<file path="config.mk">
export PLATFORM = sky130hd
export DESIGN_NAME = bceic_top
export DESIGN_NICKNAME = d
export VERILOG_FILES = /design/src/bceic_pkg.sv /design/src/bceic_sync.sv /design/src/bceic_top.sv
export VERILOG_INCLUDE_DIRS = /design/src /design/src/src
export SDC_FILE = /design/constraint.sdc
export NUM_CORES = 1
export LEC_CHECK = 0
export BUFFER_PORTS_ARGS = -buffer_cell sky130_fd_sc_hd__buf_2
export CAP_MARGIN = 10
export CORE_AREA = 2 2 60 51
export CTS_CLUSTER_DIAMETER = 200
export DETAILED_ROUTE_END_ITERATION = 10
export DIE_AREA = 0 0 62 53
export PLACE_DENSITY = 0.86
export SLEW_MARGIN = 25
export SYNTH_ARGS = -nofsm -noshare
export SYNTH_HDL_FRONTEND = slang
export SYNTH_SLANG_ARGS = --single-unit
</file>
<file path="constraint.sdc">
create_clock -name core_clk -period 1.2 [get_ports core_clk]
set_input_delay 0.12 -clock core_clk [delete_from_list [all_inputs] [get_ports core_clk]]
set_output_delay 0.12 -clock core_clk [all_outputs]
set_load 0.01 [all_outputs]
</file>
<file path="src/bceic_defines.svh">
`ifndef BCEIC_DEFINES_SVH
`define BCEIC_DEFINES_SVH
`define BCEIC_CMD_W 16
`define BCEIC_BIT_PAR_RESP 6
`define BCEIC_BIT_WAIT_CYC 7
`define BCEIC_BIT_SERR_EN 8
`define BCEIC_BIT_B2B 9
`define BCEIC_BIT_INT_DIS 10
`define BCEIC_CMD_RESET 16'h0000
`define BCEIC_IRQ_W 4
`define BCEIC_SYNC_STAGES 2
`endif

</file>
<file path="src/bceic_pkg.sv">
package bceic_pkg;
  typedef struct packed {
    logic par_resp_en;
    logic system_error_report_en;
    logic int_dis;
  } bceic_ctrl_t;
  typedef struct packed {
    logic poisoned_tlp;
    logic parity_err;
    logic fatal;
    logic nonfatal;
  } bceic_evt_t;
  typedef enum logic [1:0] {
    BCEIC_SERR_IDLE,
    BCEIC_SERR_ACTIVE
  } bceic_serr_st_t;
endpackage

</file>
<file path="src/bceic_sync.sv">
`timescale 1ns/1ps
`default_nettype none
`include "bceic_defines.svh"
module bceic_sync #(
  parameter int WIDTH = 1
) (
  // clocking
  input wire logic core_clk,
  input wire logic rstn,
  input wire logic clk_en,
  // data
  input wire logic [WIDTH-1:0] async_in,
  output logic [WIDTH-1:0] sync_out
);
  logic [WIDTH-1:0] stage1_ff;
  logic [WIDTH-1:0] stage2_ff;
  logic [WIDTH-1:0] nxt_stage1;
  logic [WIDTH-1:0] nxt_stage2;
  if (WIDTH < 1) begin : g_bad_width
    $error("bceic_sync width must be at least 1");
  end
  always_comb begin
    nxt_stage1 = stage1_ff;
    nxt_stage2 = stage2_ff;
    if (clk_en) begin
      nxt_stage1 = async_in;
      nxt_stage2 = stage1_ff;
    end
  end
  always_ff @(posedge core_clk or negedge rstn) begin
    if (!rstn) begin
      stage1_ff <= '0;
      stage2_ff <= '0;
    end else begin
      stage1_ff <= nxt_stage1;
      stage2_ff <= nxt_stage2;
    end
  end
  assign sync_out = stage2_ff;
endmodule
`default_nettype wire

</file>
<file path="src/bceic_top.sv">
// Function
// - parity response on: flag poisoned/parity events
// - parity response off: events ignored, no flag
// - wait cycle bit reads zero, ignores writes
// - serr enable gates upstream error messages forward
// - reverse mode: serr output only when enabled
// - back-to-back enable bit reads zero always
// - interrupt disable writable only in reverse mode
// - reverse mode: disable holds legacy interrupts off
`timescale 1ns/1ps
`default_nettype none
`include "bceic_defines.svh"
module bceic_top
  import bceic_pkg::*;
#(
  parameter int CMD_W = `BCEIC_CMD_W
) (
  // clocking
  input wire logic core_clk,
  input wire logic rstn,
  input wire logic clk_en,
  // mode: 1 = reverse bridge, 0 = forward bridge (strap pin)
  input wire logic reverse_mode,
  // command register access
  input wire logic cmd_wr,
  input wire logic [CMD_W-1:0] cmd_wdata,
  output logic [CMD_W-1:0] cmd_rdata,
  // error events from the datapath
  input wire bceic_evt_t err_evt,
  // status flag and its clear
  input wire logic mdpe_clr,
  output logic master_data_parity_err,
  // upstream error message requests
  output logic err_msg_fatal,
  output logic err_msg_nonfatal,
  // primary system error pin
  output logic system_error_out_n,
  // legacy interrupts, active-low requests in, pins out
  input wire logic [`BCEIC_IRQ_W-1:0] irq_req_n,
  output logic legacy_irq_a_n,
  output logic legacy_irq_b_n,
  output logic legacy_irq_c_n,
  output logic legacy_irq_d_n
);
  // the highest control bit must fit inside the command word
  if (CMD_W <= `BCEIC_BIT_INT_DIS) begin : g_bad_cmd_w
    $error("command width too small");
  end

  logic [`BCEIC_IRQ_W-1:0] irq_req_n_s;
  logic reverse_s;
  bceic_ctrl_t ctrl_ff;
  bceic_ctrl_t nxt_ctrl;
  logic mdpe_ff;
  logic nxt_mdpe;
  logic fatal_ff;
  logic nxt_fatal;
  logic nonfatal_ff;
  logic nxt_nonfatal;
  logic serr_n_ff;
  logic nxt_serr_n;
  logic [`BCEIC_IRQ_W-1:0] irq_n_ff;
  logic [`BCEIC_IRQ_W-1:0] nxt_irq_n;
  logic [CMD_W-1:0] rdata_ff;
  logic [CMD_W-1:0] nxt_rdata;
  bceic_serr_st_t serr_st_ff;
  bceic_serr_st_t nxt_serr_st;

  // interrupt requests and the mode strap come from pins
  bceic_sync #(
    .WIDTH(`BCEIC_IRQ_W + 1)
  ) u_sync (
    .core_clk(core_clk),
    .rstn(rstn),
    .clk_en(clk_en),
    .async_in({reverse_mode, irq_req_n}),
    .sync_out({reverse_s, irq_req_n_s})
  );

  function automatic logic [CMD_W-1:0] pack_cmd(input bceic_ctrl_t c);
    logic [CMD_W-1:0] v;
    v = '0;
    v[`BCEIC_BIT_PAR_RESP] = c.par_resp_en;
    v[`BCEIC_BIT_SERR_EN] = c.system_error_report_en;
    v[`BCEIC_BIT_INT_DIS] = c.int_dis;
    // wait cycle and back-to-back positions stay zero
    v[`BCEIC_BIT_WAIT_CYC] = 1'b0;
    v[`BCEIC_BIT_B2B] = 1'b0;
    return v;
  endfunction

  // command bits
  always_comb begin
    nxt_ctrl = ctrl_ff;
    if (clk_en && cmd_wr) begin
      nxt_ctrl.par_resp_en = cmd_wdata[`BCEIC_BIT_PAR_RESP];
      nxt_ctrl.system_error_report_en = cmd_wdata[`BCEIC_BIT_SERR_EN];
      // forward mode keeps the disable bit frozen
      if (reverse_s) begin
        nxt_ctrl.int_dis = cmd_wdata[`BCEIC_BIT_INT_DIS];
      end
    end
    nxt_rdata = rdata_ff;
    if (clk_en) begin
      nxt_rdata = pack_cmd(nxt_ctrl);
    end
  end

  // parity status flag: a new event beats a simultaneous clear
  always_comb begin
    nxt_mdpe = mdpe_ff;
    if (clk_en) begin
      if (mdpe_clr) begin
        nxt_mdpe = 1'b0;
      end
      if (ctrl_ff.par_resp_en && (err_evt.poisoned_tlp || err_evt.parity_err)) begin
        nxt_mdpe = 1'b1;
      end
      // with response off, events fall through untouched
    end
  end

  // error reporting: messages upstream in forward, pin in reverse
  always_comb begin
    nxt_fatal = 1'b0;
    nxt_nonfatal = 1'b0;
    nxt_serr_st = serr_st_ff;
    nxt_serr_n = serr_n_ff;
    if (clk_en) begin
      if (!reverse_s && ctrl_ff.system_error_report_en) begin
        nxt_fatal = err_evt.fatal;
        nxt_nonfatal = err_evt.nonfatal;
      end
      case (serr_st_ff)
        BCEIC_SERR_IDLE: begin
          if (reverse_s && ctrl_ff.system_error_report_en && (err_evt.fatal || err_evt.nonfatal)) begin
            nxt_serr_st = BCEIC_SERR_ACTIVE;
          end
        end
        BCEIC_SERR_ACTIVE: begin
          // pin goes low one cycle per event cycle; back-to-back events hold it low
          nxt_serr_st = BCEIC_SERR_IDLE;
          if (reverse_s && ctrl_ff.system_error_report_en && (err_evt.fatal || err_evt.nonfatal)) begin
            nxt_serr_st = BCEIC_SERR_ACTIVE;
          end
        end
        default: begin
          nxt_serr_st = BCEIC_SERR_IDLE;
        end
      endcase
      nxt_serr_n = (nxt_serr_st == BCEIC_SERR_ACTIVE) ? 1'b0 : 1'b1;
    end else begin
      nxt_fatal = fatal_ff;
      nxt_nonfatal = nonfatal_ff;
    end
  end

  // legacy interrupt gating
  always_comb begin
    nxt_irq_n = irq_n_ff;
    if (clk_en) begin
      for (int i = 0; i < `BCEIC_IRQ_W; i++) begin
        // forward mode drives no legacy pins on this side
        if (!reverse_s || ctrl_ff.int_dis) begin
          nxt_irq_n[i] = 1'b1;
        end else begin
          nxt_irq_n[i] = irq_req_n_s[i];
        end
      end
    end
  end

  // control bits and their readback move together, so readback never lags the gates
  always_ff @(posedge core_clk or negedge rstn) begin
    if (!rstn) begin
      ctrl_ff <= '0;
      rdata_ff <= CMD_W'(`BCEIC_CMD_RESET);
    end else begin
      ctrl_ff <= nxt_ctrl;
      rdata_ff <= nxt_rdata;
    end
  end

  // sticky parity status
  always_ff @(posedge core_clk or negedge rstn) begin
    if (!rstn) begin
      mdpe_ff <= 1'b0;
    end else begin
      mdpe_ff <= nxt_mdpe;
    end
  end

  // error reporting: pin idles high so a reset never looks like an error
  always_ff @(posedge core_clk or negedge rstn) begin
    if (!rstn) begin
      fatal_ff <= 1'b0;
      nonfatal_ff <= 1'b0;
      serr_st_ff <= BCEIC_SERR_IDLE;
      serr_n_ff <= 1'b1;
    end else begin
      fatal_ff <= nxt_fatal;
      nonfatal_ff <= nxt_nonfatal;
      serr_st_ff <= nxt_serr_st;
      serr_n_ff <= nxt_serr_n;
    end
  end

  // legacy pins come out of reset deasserted
  always_ff @(posedge core_clk or negedge rstn) begin
    if (!rstn) begin
      irq_n_ff <= '1;
    end else begin
      irq_n_ff <= nxt_irq_n;
    end
  end

  assign cmd_rdata = rdata_ff;
  assign master_data_parity_err = mdpe_ff;
  assign err_msg_fatal = fatal_ff;
  assign err_msg_nonfatal = nonfatal_ff;
  assign system_error_out_n = serr_n_ff;
  assign legacy_irq_a_n = irq_n_ff[0];
  assign legacy_irq_b_n = irq_n_ff[1];
  assign legacy_irq_c_n = irq_n_ff[2];
  assign legacy_irq_d_n = irq_n_ff[3];
endmodule
`default_nettype wire

</file>
==> flow_metrics.py <==
metrics = {
    "sta": {
        "worst_slack_ps": 90.69,
        "finalSetupTns_ps": 0,
        "relSlewSlack_pct": 63.04,
        "fin_crit_ps": 1109,
        "min_period_over_period_pct": 92.44,
        "rsz0062_at_grt": "false",
        "setup_viol": 0,
        "fin_hold_ws_ps": 31.04,
        "hold_viol": 0,
        "slew_viol_final": 0,
        "tightestPinTransition_ps": 554.3,
        "clock.fmax_ghz": 0.9015,
        "final.setup_skew_ps": 2.432,
    },
    "route": {
        "antenna_left": 0,
        "viasPerCell": 4.494,
        "dr_total_vias": 737,
        "drc": 0,
        "wl_per_cell_um": 11.62,
        "dr.pass1.iters": 4,
        "drt_iter0_markers": 5,
        "wl_mm": 1.905,
    },
    "logic_synthesis": {
        "ys_seq_area_share_pct": 53.05,
        "ys_dominant_reg_cell": "dfrtp_1",
        "syn_area_mm2": 0.001191,
        "yosysMostFrequentCell": "dfrtp_1",
        "ys_ff_latch": 25,
        "synth_edf_count": 0,
        "yosys-top-cells-area": "dfrtp_1 (42%), dfstp_2 (11%), buf_4 (9.5%)",
        "async_flop_share_pct": 100.0,
        "synth_cell_types": 25,
        "ys_warn_count": 0,
        "yosysTopAreaCell": "dfrtp_1",
        "synth_common_cells": "dfrtp_1 (20), buf_4 (15), nor2_1 (9)",
        "avgSynthCellArea_um2": 12.28,
        "syn_inst": 97,
        "synth_top_area_share_pct": 42.02,
    },
    "power": {
        "leakagePower_nw": 0.6416,
        "p_per_area_mw_per_mm2": 1349,
        "vdd_ir_drop_max_uv": 604.9,
    },
    "global_routing": {
        "grt_usage_pct": 12.90,
        "grt_pass1_wl_mm": 3.036,
        "overflow": 0,
        "grt_max_degree": 26,
        "grt_pass1_vias": 710,
        "antenna_found_initial": 0,
    },
    "critical_path": {
        "required_ps": 1080,
        "arrival_ps": 990,
        "ff2ff_path_depth": 3,
        "endpoint_kind": "primary output",
        "path_buf_inv": 1,
        "start_kind": "flop",
        "crit_chain": "buf_2",
        "r2r_start": "u_sync.sync_out[4]",
        "cp_slowest_stage_delay_ps": 560,
        "worstPathMaxFanout": 2,
        "worst_path_max_delay_cell": "dfstp_2",
        "rrSetupSlack_ps": 220,
        "worst-setup-path-type": "flop to primary output",
        "r2r_end": "err_msg_nonfatal",
        "cp_top_family": "flip-flops",
    },
    "cells_and_area": {
        "area_growth_pct": 11.77,
        "layout.nets": 157,
        "num_antenna_cells": 0,
        "nFillCells": 260,
        "drive_above_1_share_pct": 42.06,
    },
    "outcome": {
        "run_status": "finished clean",
    },
    "cts": {
        "cts_root_buffer": "clkbuf_4",
        "clockBufferDepth": 2,
        "h-tree-depth": 1,
        "clkTransAtPathRegs_ps": 120,
        "numCtsBuffers": 3,
        "cts.sinks": 25,
        "post_cts_buffers": 0,
        "clock_latency_ps": 310,
        "cts_tree": "built",
    },
    "die": {
        "std_cell_rows": 17,
        "die_w_um": 62,
        "dieArea_mm2": 0.003286,
        "start_util_pct": 44.80,
        "fp.dieH_um": 53,
        "ios": 54,
        "fp.coreArea_mm2": 0.002659,
    },
    "worst_hold_path": {
        "holdCritPathClass": "input pin to flop",
        "holdPathEnd": "u_sync.stage1_ff[0]",
        "holdCritStartpoint": "irq_req_n[0]",
        "whs_path_depth": 2,
    },
    "flow_run": {
        "drv_cap": 0,
    },
    "placed_design": {
        "dpl.hpwl_mm": 1.414,
        "place.port_buffers": 27,
        "post-place-ws_ps": 137.1,
        "gp_congestion": 0.7143,
    },
}
-- worst max-delay path by stage --
| stage | slack, ps | end | from | cells after the start |
|---|---|---|---|---|
| 4_1_cts | 70 | system_error_out_n | system_error_out_n | 1 |
| 3_5_place_dp | 140 | system_error_out_n | clk_en | 4 |
| 5_1_grt | 40 | legacy_irq_c_n | irq_n_ff[2] | 1 |
| 3_3_place_gp | 170 | system_error_out_n | clk_en | 4 |
| 2_1_floorplan | 200 | ctrl_ff[0] | u_sync.sync_out[4] | 3 |
| 6_report | 90 | system_error_out_n | system_error_out_n | 1 |
-- flip-flops by register name, summed over array words and instances (netlist names), 3 cells and up --
register,flops
irq_n_ff,4
u_sync.stage1_ff,5
u_sync.sync_out,5
cmd_rdata,3
ctrl_ff,3
-- layer usage --
layer  share of wire (%)  global-route usage (%)  up-vias
met3                 6.6                   2.934        2
met4                0.42                   5.319        0
met2                  46                   20.31       35
met5                   0                       0        -
met1                  47                   16.95      342
li1                    -                       -      358
-- logic make-up (layout without fill, tap and decap cells) --
| group | count (synthesis) | after routing | synth area share (%) |
|---|---|---|---|
| simple gates | 23 | 23 | 10.82 |
| flops | 25 | 25 | 53.05 |
| other cells | 1 | 13 | 0.3148 |
| buf+inv | 21 | 38 | 13.55 |
| compound gates | 12 | 12 | 6.408 |
| mux | 15 | 15 | 15.86 |
-- cells in the final DEF (no fill, tap or decap), types with 2 or more instances in the layout --
cell / n
mux2_4: 6
clkbuf_4: 3
mux2i_1: 2
nand3_1: 2
buf_4: 4
mux2_2: 6
nor2_1: 9
nor3b_1: 4
a21oi_1: 6
buf_2: 27
conb_1: 13
dfrtp_1: 20
dfstp_2: 5
o22ai_1: 2
nand2_1: 5
inv_1: 2
-- power breakdown --
part	leakage [nW]	switching [W]	internal, W	total, W
Sequential	0.292	0.0000858	0.000976	0.00106
Clock	0.0150	0.000227	0.000130	0.000357
Combinational	0.335	0.000179	0.000198	0.000377
-- repair_timing --
action | in CTS | in global routing
hold buffers | 1 | 0
gates resized for setup | 0 | 0
hold endpoints to repair | 20 | 0
-- through the flow --
step	instances	cell area, µm²	util (%)	power, W
after floorplan	109	1236	-	0.001349
after global placement	159	1295	48.71	0.001432
after detailed placement	159	1295	48.71	0.001452
after CTS	164	1331	50.07	0.001830
after global routing	164	1331	50.07	0.001922
final	164	1331	50.07	0.001796
-- final cells by class --
class                      count  area (µm²)  area share (%)
sequential                    25       631.9           47.46
multi-input combinational     63       442.9           33.27
timing repair buffer          32       175.2           13.16
tap                           38       47.55           3.571
clock buffer                   4       26.28           1.974
inverter                       2       7.507          0.5639
No activity file was read; power rests on OpenSTA's default activity.
